### src/common/ocp_defines.vh
`ifndef OCP_DEFINES_VH
`define OCP_DEFINES_VH
`define OC_THRESHOLD_ADDR      8'h46
`define OC_ACTION_ADDR         8'h47
`define OC_THRESHOLD_RESET     16'h0000
`define OC_ACTION_RESET        8'hC0
`define OC_RESPONSE_MSB        7
`define OC_RESPONSE_LSB        6
`define OC_RETRY_MSB           5
`define OC_RETRY_LSB           3
`define OC_DELAY_MSB           2
`define OC_DELAY_LSB           0
`define OC_RETRY_NONE          3'h0
`define OC_RETRY_ENDLESS       3'h7
`define OC_RESP_IGNORE         2'h0
`define OC_RESP_CONDITIONED    2'h1
`define OC_RESP_DELAYED        2'h2
`define OC_RESP_SHUTDOWN       2'h3
`define OC_TICK_WIDTH          24
`endif

### src/hw/overcurrent_fault_response.v
`timescale 1ns/1ns
`include "ocp_defines.vh"

module overcurrent_fault_response (
  input  wire        clk_sys,
  input  wire        sys_rst,
  input  wire        reg_wr,
  input  wire        reg_rd,
  input  wire [7:0]  reg_addr,
  input  wire [15:0] reg_wdata,
  output reg  [15:0] reg_rdata,
  input  wire        unit_tick,
  input  wire        oc_detect,
  input  wire        below_floor,
  input  wire        unit_on,
  input  wire        bias_ok,
  input  wire        other_fault,
  input  wire        fault_clear,
  output reg  [15:0] current_limit,
  output reg         limit_active,
  output reg         output_enable,
  output reg         oc_fault_flag,
  output reg         host_alert,
  output reg         retry_exhausted
);
  localparam ST_RUN   = 3'd0;
  localparam ST_LIMIT = 3'd1;
  localparam ST_WAIT  = 3'd2;
  localparam ST_TRY   = 3'd3;
  localparam ST_LATCH = 3'd4;

  reg  [15:0] overcurrent_fault_threshold;
  reg  [7:0]  overcurrent_fault_action;
  reg  [2:0]  state;
  reg  [2:0]  tries;
  reg  [`OC_TICK_WIDTH-1:0] delay_cnt;
  reg  [7:0]  units;
  reg         tick_d;
  wire        oc_s;
  wire        floor_s;
  wire        on_s;
  wire        bias_s;
  wire        tick_s;
  wire        tick_pulse;
  wire [1:0]  resp;
  wire [2:0]  retry_cfg;
  wire [2:0]  delay_code;
  wire [7:0]  delay_units;
  wire        stop_all;

  ocp_sync3 u_sync_oc (
    .clk_sys (clk_sys),
    .sys_rst (sys_rst),
    .din     (oc_detect),
    .dout    (oc_s)
  );
  ocp_sync3 u_sync_floor (
    .clk_sys (clk_sys),
    .sys_rst (sys_rst),
    .din     (below_floor),
    .dout    (floor_s)
  );
  ocp_sync3 u_sync_on (
    .clk_sys (clk_sys),
    .sys_rst (sys_rst),
    .din     (unit_on),
    .dout    (on_s)
  );
  ocp_sync3 u_sync_bias (
    .clk_sys (clk_sys),
    .sys_rst (sys_rst),
    .din     (bias_ok),
    .dout    (bias_s)
  );
  ocp_sync3 u_sync_tick (
    .clk_sys (clk_sys),
    .sys_rst (sys_rst),
    .din     (unit_tick),
    .dout    (tick_s)
  );

  assign resp        = overcurrent_fault_action[`OC_RESPONSE_MSB:`OC_RESPONSE_LSB];
  assign retry_cfg   = overcurrent_fault_action[`OC_RETRY_MSB:`OC_RETRY_LSB];
  assign delay_code  = overcurrent_fault_action[`OC_DELAY_MSB:`OC_DELAY_LSB];
  assign delay_units = 8'h01 << delay_code;
  assign tick_pulse  = tick_s & ~tick_d;
  // Other faults also end endless retry; command off or bias loss too
  assign stop_all    = ~on_s | ~bias_s | other_fault;

  // Register access; the action write also governs the response machine
  always @(posedge clk_sys) begin
    if (sys_rst) begin
      overcurrent_fault_threshold <= `OC_THRESHOLD_RESET;
      overcurrent_fault_action    <= `OC_ACTION_RESET;
      reg_rdata                   <= 16'h0000;
    end else begin
      if (reg_wr && reg_addr == `OC_THRESHOLD_ADDR) begin
        overcurrent_fault_threshold <= reg_wdata;
      end
      if (reg_wr && reg_addr == `OC_ACTION_ADDR) begin
        overcurrent_fault_action <= reg_wdata[7:0];
      end
      if (reg_rd) begin
        case (reg_addr)
          `OC_THRESHOLD_ADDR: reg_rdata <= overcurrent_fault_threshold;
          `OC_ACTION_ADDR:    reg_rdata <= {8'h00, overcurrent_fault_action};
          default:            reg_rdata <= 16'h0000;
        endcase
      end
    end
  end

  always @(posedge clk_sys) begin
    if (sys_rst) begin
      state           <= ST_RUN;
      tries           <= 3'h0;
      units           <= 8'h00;
      delay_cnt       <= {`OC_TICK_WIDTH{1'b0}};
      tick_d          <= 1'b0;
      current_limit   <= `OC_THRESHOLD_RESET;
      limit_active    <= 1'b0;
      output_enable   <= 1'b0;
      oc_fault_flag   <= 1'b0;
      host_alert      <= 1'b0;
      retry_exhausted <= 1'b0;
    end else begin
      tick_d        <= tick_s;
      current_limit <= overcurrent_fault_threshold;
      // Set beats clear so a fresh fault in the clear cycle is kept
      if (oc_s) begin
        oc_fault_flag <= 1'b1;
        host_alert    <= 1'b1;
      end else if (fault_clear) begin
        oc_fault_flag <= 1'b0;
        host_alert    <= 1'b0;
      end
      case (state)
        ST_RUN: begin
          output_enable <= on_s & bias_s;
          limit_active  <= 1'b0;
          units         <= 8'h00;
          if (oc_s && on_s) begin
            case (resp)
              `OC_RESP_IGNORE: begin
                state        <= ST_LIMIT;
                limit_active <= 1'b1;
              end
              `OC_RESP_CONDITIONED: begin
                state        <= ST_LIMIT;
                limit_active <= 1'b1;
              end
              `OC_RESP_DELAYED: begin
                state        <= ST_LIMIT;
                limit_active <= 1'b1;
              end
              default: begin
                output_enable <= 1'b0;
                state         <= ST_WAIT;
              end
            endcase
          end
        end
        ST_LIMIT: begin
          limit_active <= 1'b1;
          if (tick_pulse) begin
            units <= units + 8'h01;
          end
          if (!oc_s) begin
            state <= ST_RUN;
          end else if (resp == `OC_RESP_CONDITIONED && floor_s) begin
            output_enable <= 1'b0;
            limit_active  <= 1'b0;
            units         <= 8'h00;
            state         <= ST_WAIT;
          end else if (resp == `OC_RESP_DELAYED && tick_pulse &&
                       units + 8'h01 >= delay_units) begin
            output_enable <= 1'b0;
            limit_active  <= 1'b0;
            units         <= 8'h00;
            state         <= ST_WAIT;
          end else if (resp == `OC_RESP_SHUTDOWN) begin
            output_enable <= 1'b0;
            limit_active  <= 1'b0;
            state         <= ST_WAIT;
          end
        end
        ST_WAIT: begin
          output_enable <= 1'b0;
          limit_active  <= 1'b0;
          if (retry_cfg == `OC_RETRY_NONE) begin
            state <= ST_LATCH;
          end else if (retry_cfg != `OC_RETRY_ENDLESS &&
                       tries >= retry_cfg) begin
            state <= ST_LATCH;
          end else if (retry_cfg == `OC_RETRY_ENDLESS && stop_all) begin
            state <= ST_LATCH;
          end else if (tick_pulse) begin
            if (units + 8'h01 >= delay_units) begin
              units <= 8'h00;
              state <= ST_TRY;
              if (retry_cfg != `OC_RETRY_ENDLESS) begin
                tries <= tries + 3'h1;
              end
              output_enable <= 1'b1;
            end else begin
              units <= units + 8'h01;
            end
          end
        end
        ST_TRY: begin
          output_enable <= 1'b1;
          delay_cnt     <= delay_cnt + 1'b1;
          if (oc_s) begin
            output_enable <= 1'b0;
            delay_cnt     <= {`OC_TICK_WIDTH{1'b0}};
            state         <= ST_WAIT;
          end else if (tick_pulse) begin
            delay_cnt <= {`OC_TICK_WIDTH{1'b0}};
            state     <= ST_RUN;
          end
        end
        ST_LATCH: begin
          output_enable   <= 1'b0;
          retry_exhausted <= 1'b1;
          if (fault_clear && !oc_s) begin
            tries           <= 3'h0;
            retry_exhausted <= 1'b0;
            state           <= ST_RUN;
          end
        end
        default: state <= ST_RUN;
      endcase
      if (fault_clear && state != ST_LATCH && !oc_s) begin
        tries <= 3'h0;
      end
    end
  end
endmodule

### src/hw/ocp_sync3.v
`timescale 1ns/1ns
// Three-stage synchroniser; output changes once stages two and three agree
module ocp_sync3 (
  input  wire clk_sys,
  input  wire sys_rst,
  input  wire din,
  output reg  dout
);
  reg s1;
  reg s2;
  reg s3;

  always @(posedge clk_sys) begin
    if (sys_rst) begin
      s1   <= 1'b0;
      s2   <= 1'b0;
      s3   <= 1'b0;
      dout <= 1'b0;
    end else begin
      s1 <= din;
      s2 <= s1;
      s3 <= s2;
      if (s2 == s3) begin
        dout <= s3;
      end
    end
  end
endmodule

### config.mk
export PLATFORM = sky130hd
export DESIGN_NAME = overcurrent_fault_response
export DESIGN_NICKNAME = d
export VERILOG_FILES = /design/src/hw/overcurrent_fault_response.v /design/src/hw/ocp_sync3.v
export VERILOG_INCLUDE_DIRS = /design/src /design/src/common
export SDC_FILE = /design/constraint.sdc
export NUM_CORES = 1
export LEC_CHECK = 0
export ABC_AREA = 0
export BUFFER_PORTS_ARGS = -buffer_cell sky130_fd_sc_hd__buf_2
export CAP_MARGIN = 0
export CORE_ASPECT_RATIO = 0.6
export CORE_MARGIN = 2
export CORE_UTILIZATION = 57
export CTS_BUF_LIST = sky130_fd_sc_hd__clkbuf_4 sky130_fd_sc_hd__clkbuf_8 sky130_fd_sc_hd__clkbuf_16
export DETAILED_ROUTE_END_ITERATION = 16
export PLACE_DENSITY = 0.91
export SYNTH_ARGS = -nofsm -noshare
export SYNTH_HDL_FRONTEND = slang
export SYNTH_SLANG_ARGS = --single-unit
### constraint.sdc
create_clock -name clk_sys -period 3.59 [get_ports clk_sys]
set_input_delay 0.359 -clock clk_sys [delete_from_list [all_inputs] [get_ports clk_sys]]
set_output_delay 0.359 -clock clk_sys [all_outputs]
set_load 0.03 [all_outputs]
==> results of run 1 <==
routing by layer:
layer | GRT usage, % | share of wire (%) | wire (um)
met4 | 7.80 | 1.5 | 184
met3 | 8.91 | 10 | 1290
met5 | 0 | 0 | 0
met1 | 39.8 | 44 | 5460
met2 | 42.8 | 44 | 5520
worst paths after layout:
check / startpoint / end / slack, ns / cells past startpoint
max: units[0] / units[2] / 0.30 / 11
min: bias_ok / u_sync_bias.s1 / 0.23 / 2
max reg2reg: units[0] / units[2] / 0.30 / 11
min reg2reg: u_sync_floor.s1 / u_sync_floor.s2 / 0.44 / 1
critical path: stages (launching register included):
cell,delay [ns]
dfxtp_1,0.42
ha_1,0.26
nand3_1,0.26
nor2_1,0.37
xor2_1,0.19
ha_1,0.27
nand2_1,0.09
o21a_1,0.18
nand2_1,0.16
o221ai_1,0.43
o311ai_0,0.28
a221oi_2,0.29
repair_timing:
item | 4_1_cts | 5_1_grt
endpoints found under the setup margin | 0 | 1
hold endpoints to repair | 0 | 0
hold buffers | 0 | 0
resized for setup | 0 | 1
logic make-up (layout without fill, tap and decap cells):
group	after synthesis	count (layout)	synth area share [%]
AO/OA/AOI/OAI	148	148	22.2
XOR/XNOR	11	11	2.12
adder cells (fa/ha/maj)	13	13	3.58
buffers and inverters	50	102	4.98
flip-flops	95	95	41.9
multiplexers	1	1	0.220
AND/OR/NAND/NOR	225	225	25.1
registers in the layout, indices dropped and copies added (netlist names), 3 cells and up:
register	count
current_limit	16
overcurrent_fault_action	8
overcurrent_fault_threshold	16
reg_rdata	16
state	3
tries	3
units	8
power by group:
| group | switching (mW) | total (mW) | internal [mW] | leakage [nW] |
|---|---|---|---|---|
| combinational | 0.0497 | 0.0783 | 0.0286 | 1.08 |
| clock | 0.427 | 0.988 | 0.561 | 0.151 |
| sequential | 0.00563 | 1.07 | 1.07 | 0.769 |
| total | 0.482 | 2.14 | 1.65 | 2.00 |
layout by cell type, fill, tap and decap left out, types with 3 or more instances in the layout:
master | netlist | final
nor2b_1 | 35 | 35
o211ai_1 | 5 | 5
nor3_1 | 5 | 5
nand2_1 | 79 | 79
inv_1 | 11 | 11
a22oi_1 | 9 | 9
buf_2 | 5 | 71
and3_1 | 5 | 5
a211o_1 | 4 | 4
a32o_1 | 3 | 3
ha_1 | 13 | 13
nand2b_1 | 14 | 14
a21oi_1 | 54 | 54
o2bb2ai_1 | 3 | 3
o221ai_1 | 3 | 3
a211oi_1 | 11 | 11
o21ai_0 | 16 | 15
o21bai_1 | 3 | 3
xnor2_1 | 4 | 4
nor2_1 | 35 | 35
o22ai_1 | 4 | 4
a31oi_1 | 3 | 3
a221oi_1 | 3 | 3
buf_4 | 2 | 4
nand3_1 | 27 | 27
nand3b_1 | 3 | 3
clkbuf_16 | 0 | 9
xor2_1 | 7 | 7
dfxtp_1 | 95 | 95
layout make-up:
| class | count | area [sq um] | area share [%] |
|---|---|---|---|
| clock buffer | 10 | 233 | 4.49 |
| clock inverter | 6 | 77.6 | 1.50 |
| inverter | 11 | 41.3 | 0.796 |
| multi-input combinational | 398 | 2410 | 46.5 |
| sequential | 95 | 1900 | 36.7 |
| tap | 108 | 135 | 2.60 |
| timing repair buffer | 75 | 385 | 7.43 |
==> flow_summary_export.csv, run 1 <==
group,metric,value,unit
status,outcome,"complete, no violations",
layout,fin_util,66.6,%
timing,period_needed,3.29,ns
timing,relSlewSlack,30.1,%
synthesis,synth_nets,591,
synthesis,synth.most_common_cell,"dfxtp_1",
place,dpl_cell_area,4880,sq um
global_route,antenna_found_initial,0,
timing,setup_viol,0,
place,pre_cts_ws,0.336,ns
global_route,grt_max_degree,58,
clocking,cts_tree,"yes",
die,start_util,58.3,%
timing,whs,0.228,ns
worst_setup_path,cp_max_fo,6,
worst_setup_path,critPathLaunchType,"register",
clocking,numCtsBuffers,9,
synthesis,synth_top_area_share,41.9,%
synthesis,synth_area,4540,sq um
die,io_pins,72,
synthesis,synth_ff_type,"dfxtp_1",
layout,final_cells,703,
synthesis,ys_warn_count,0,
pwr,leakagePower,2.00,nW
worst_setup_path,cp.arrival,3.55,ns
timing,skew,0.00394,ns
synthesis,ys_async_sr_fraction,0,%
routing,drt_pass1_iterations,6,
layout,antennaDiodeCount,0,
die,fp.dieH,73.2,um
timing,max_freq,0.304,GHz
synthesis,ys_seq_area_share,41.9,%
routing,drcViolationCount,0,
global_route,grtUsageTotal,28.5,%
global_route,grt_pass1_wl,19.5,mm
clocking,clock-sinks,95,
synthesis,synthTopCellsByCount,"dfxtp_1 (95), nand2_1 (79), a21oi_1 (54)",
timing,fin_tns_setup,0,ns
place,gp_congestion,0.954,
routing,avgRoutedWirePerCell,17.7,um
place,dp_cells,687,
die,core,7790,sq um
place,portBuffers,71,
worst_setup_path,crit_path_end_kind,"register",
clocking,clock-root-buffer,"clkbuf_16",
job,maxCapViolCount,0,
timing,worst_slack,0.297,ns
synthesis,synth_cell_types,73,
global_route,grt_overflow,0,
clocking,clk_path_buf_depth,2,
worst_setup_path,worstSetupPathType,"reg2reg",
synthesis,synth_seq_cells,95,
clocking,htree_levels,3,
routing,vias,4338,
routing,viasPerCell,6.17,
layout,stdcell_area,5190,sq um
layout,area_delta_synth_final,14.2,%
synthesis,synth_edf_count,0,
timing,period_share,91.7,%
pwr,vdd_drop_max,0.386,mV
timing,hold_viol,0,
place,hpwl,8.71,mm
synthesis,yosysTopAreaCell,"dfxtp_1",
routing,drt_iter0_markers,591,
timing,tightestPinTransition,1.05,ns
worst_setup_path,critPathRequiredTime,3.85,ns
layout,layout-drive-gt1-share,18.5,%
synthesis,ys_top_cells_by_area,"dfxtp_1 (42%), nand2_1 (6.5%), a21oi_1 (5.9%)",
timing,rsz0062_at_grt,"false",
synthesis,syn_inst,543,
clocking,insertion_delay,0.35,ns
global_route,first_global_vias,3869,
pwr,power.density,412,nW/um^2
die,die_area,8720,sq um
layout,num-fill-cells,588,
routing,routed_wl,12.5,mm
clocking,post-cts-setup-buffers,0,
pwr,p_total,2.14,mW
layout,nets,638,
clocking,clk_pin_slew,0.07,ns
die,rows,25,
die,die_w,119,um
min_path,hp-class,"in2reg",
routing,postRouteAntennaNets,0,
synthesis,avgSynthCellArea,8.37,sq um
timing,drv_slew,0,
Note: power is estimated with default switching activity, not from simulation.
==> run 2, diff against run 1 <==
- CORE_UTILIZATION: 57 -> 56
- PLACE_DENSITY: 0.91 -> 0.9
- SYNTH_HIERARCHICAL: not set -> 1
==> run 2 against run 1 <==
Effect of this change:
- register-to-register slack improved by 0.20 ns
- synthesized cell count fell by 4.4%
- clock power fell by 3.6%
- largest cell class unchanged
- critical path depth rose by 1
- maximum frequency rose by 6.3%
- worst hold slack got worse by 0.011 ns
- first-iteration DRC count fell by 41%
- critical endpoint is now state[1]
- critical path type unchanged
- sequential power barely moved
- final cell count fell by 2.6%
- largest power group unchanged
- sequential cell count did not move
==> flow_summary_export.csv, run 2 <==
group,metric,value,unit
status,outcome,"complete, no violations",
die,fp.dieH,72.2,um
die,core,7390,sq um
worst_setup_path,cp.arrival,3.37,ns
clocking,clk_pin_slew,0.07,ns
synthesis,synth_cell_types,62,
clocking,ctsResizeCount,0,
die,io_pins,72,
synthesis,ys_top_cells_by_area,"dfxtp_1 (44%), nor2b_1 (8.1%), a21oi_1 (6.8%)",
place,portBuffers,71,
clocking,clock-root-buffer,"clkbuf_16",
timing,max_freq,0.323,GHz
global_route,grt_pass1_wl,17.0,mm
global_route,first_global_vias,3573,
pwr,p_total,2.29,mW
pwr,combPwrFrac,10.3,%
clocking,clk_path_buf_depth,2,
synthesis,yosysTopAreaCell,"dfxtp_1",
die,die_w,118,um
layout,layout-drive-gt1-share,20.0,%
timing,setup_viol,0,
worst_setup_path,critPathLaunchType,"register",
routing,routed_wl,10.5,mm
timing,period_share,86.3,%
job,maxCapViolCount,0,
die,rows,24,
global_route,grt_max_degree,53,
synthesis,synth_seq_cells,95,
place,hpwl,7.51,mm
routing,met1_length,4.96,mm
pwr,leakagePower,2.08,nW
die,start_util,58.8,%
routing,routed.top_layer,"met4",
timing,tightestPinTransition,0.812,ns
worst_setup_path,cp_max_fo,5,
routing,postRouteAntennaNets,0,
min_path,hp-class,"in2reg",
timing,relSlewSlack,45.7,%
pwr,switching_share,25.6,%
pwr,p_clk_share,41.6,%
worst_setup_path,cp_slowest_cell,"dfxtp_1",
worst_setup_path,worstSetupPathType,"reg2reg",
routing,drt_iter0_markers,349,
synthesis,synth.most_common_cell,"dfxtp_1",
clocking,cts.hold.buffers_added,0,
worst_setup_path,slowest_delay,0.40,ns
clocking,insertion_delay,0.35,ns
timing,drv_slew,0,
synthesis,synthTopCellsByCount,"dfxtp_1 (95), nand2_1 (69), nor2_1 (60)",
routing,viasPerCell,5.57,
layout,layout_commonest_cell,"dfxtp_1",
pwr,p_int,1.70,mW
pwr,p_sw,587,uW
pwr,seqPwrFrac,48.2,%
timing,hold_viol,0,
clocking,clock-sinks,95,
worst_setup_path,critPathRequiredTime,3.87,ns
timing,period_needed,3.10,ns
routing,dr_wl_met2,4.72,mm
pwr,vdd_drop_max,0.296,mV
routing,drt_pass1_iterations,7,
global_route,antenna_found_initial,0,
layout,area_delta_synth_final,15.4,%
routing,dr_wl_met3,695,um
synthesis,synth_edf_count,0,
layout,nets,624,
layout,reg_top3,"current_limit (16), overcurrent_fault_threshold (16), reg_rdata (16)",
die,die_area,8510,sq um
synthesis,synth_nets,567,
synthesis,avgSynthCellArea,8.38,sq um
synthesis,ys_warn_count,6,
clocking,numCtsBuffers,9,
global_route,grtUsageTotal,25.2,%
clocking,cts_tree,"yes",
synthesis,ys_async_sr_fraction,0,%
worst_setup_path,crit_path_end_kind,"register",
worst_setup_path,cp_cell_sequence,"and3_1, nand3_1, or2_1, xnor2_1, ha_1, nand2_1, o21ai_1, inv_1, a21oi_1, nor2_1, a311oi_1, mux2i_1",
layout,antennaDiodeCount,0,
synthesis,synth_area,4350,sq um
synthesis,synth_top_area_share,43.8,%
synthesis,ys_seq_area_share,43.8,%
timing,skew,0.00488,ns
synthesis,synth_ff_type,"dfxtp_1",
timing,whs,0.217,ns
clocking,post-cts-setup-buffers,0,
pwr,power.density,457,nW/um^2
layout,final_cell_mix,"dfxtp_1 (95), buf_2 (71), nand2_1 (69), nor2_1 (60), a21oi_1 (59)",
routing,vias,3815,
routing,drcViolationCount,0,
timing,fin_tns_setup,0,ns
global_route,grt_overflow,0,
synthesis,syn_inst,519,
routing,avgRoutedWirePerCell,15.4,um
clocking,htree_levels,3,
place,gp_congestion,0.945,
timing,rsz0062_at_grt,"false",
==> run 2: changes by cell type after synthesis, moves of 7 or more <==
cell / delta
mux2_2: +8
clkbuf_1: -8
nor2_1: +25
nor2b_1: +21
a211oi_1: -9
o21ai_1: +12
mux2i_1: +7
nand2_1: -10
nand3_1: -20
nand2b_1: -7
==> run 2: layer usage <==
| layer | vias to the layer above | GRT usage [%] |
|---|---|---|
| met2 | 142 | 39.0 |
| met3 | 21 | 6.84 |
| met1 | 1772 | 34.3 |
| met4 | 0 | 8.97 |
| li1 | 1880 | - |
| met5 | - | 0 |
==> run 2: kinds of logic (layout without fill, tap and decap cells) <==
family | Yosys count | count (layout) | synth area share [%]
adder cells (fa/ha/maj) | 13 | 13 | 3.74
buffers and inverters | 36 | 98 | 3.77
multiplexers | 16 | 16 | 3.91
flip-flops | 95 | 95 | 43.8
AO/OA/AOI/OAI | 118 | 118 | 16.4
XOR/XNOR | 6 | 6 | 1.21
AND/OR/NAND/NOR | 235 | 235 | 27.3
==> run 2: cell type report <==
class | instances | area (sq um)
fillers | 590 | 2370
multi-input cells | 388 | 2280
flip-flops and latches | 95 | 1900
repair buffers | 73 | 370
clock buffers | 9 | 225
well taps | 104 | 130
clock inverters | 7 | 72.6
inverters | 9 | 33.8
==> run 2: worst paths after layout <==
check                 start              to  slack, ns  cells past startpoint
max                units[2]        state[1]       0.49                     12
min               unit_tick  u_sync_tick/s1       0.22                      2
max reg2reg        units[2]        state[1]       0.49                     12
min reg2reg  u_sync_bias/s1  u_sync_bias/s2       0.44                      1
==> run 2: power groups by stage <==
stage	logic (mW)	clock network [mW]	registers, mW
2_1_floorplan	0.172	0	1.12
3_3_place_gp	0.222	0	1.12
3_5_place_dp	0.228	0	1.13
4_1_cts	0.230	0.973	1.10
5_1_grt	0.255	1.01	1.11
6_report	0.236	0.952	1.10
==> run 2: stage by stage <==
step           cell area [sq um]  instances  utilization (%)  setup WS [ns]
5_1_grt                     5010        685             67.9          0.251
3_5_place_dp                4720        669             63.9          0.586
4_1_cts                     5010        685             67.9          0.545
3_3_place_gp                4720        669             63.9          0.730
6_report                    5010        685             67.9          0.493
2_1_floorplan               4350        519                -          0.970
==> run 2: worst max-delay path: cells and delay by family, from the launching register on <==
kind	cells	cell delay [ns]
compound gates	3	0.96
simple gates	5	0.89
flops	1	0.40
fa+ha+maj	1	0.31
mux	1	0.23
xor+xnor	1	0.16
buf+inv	1	0.08
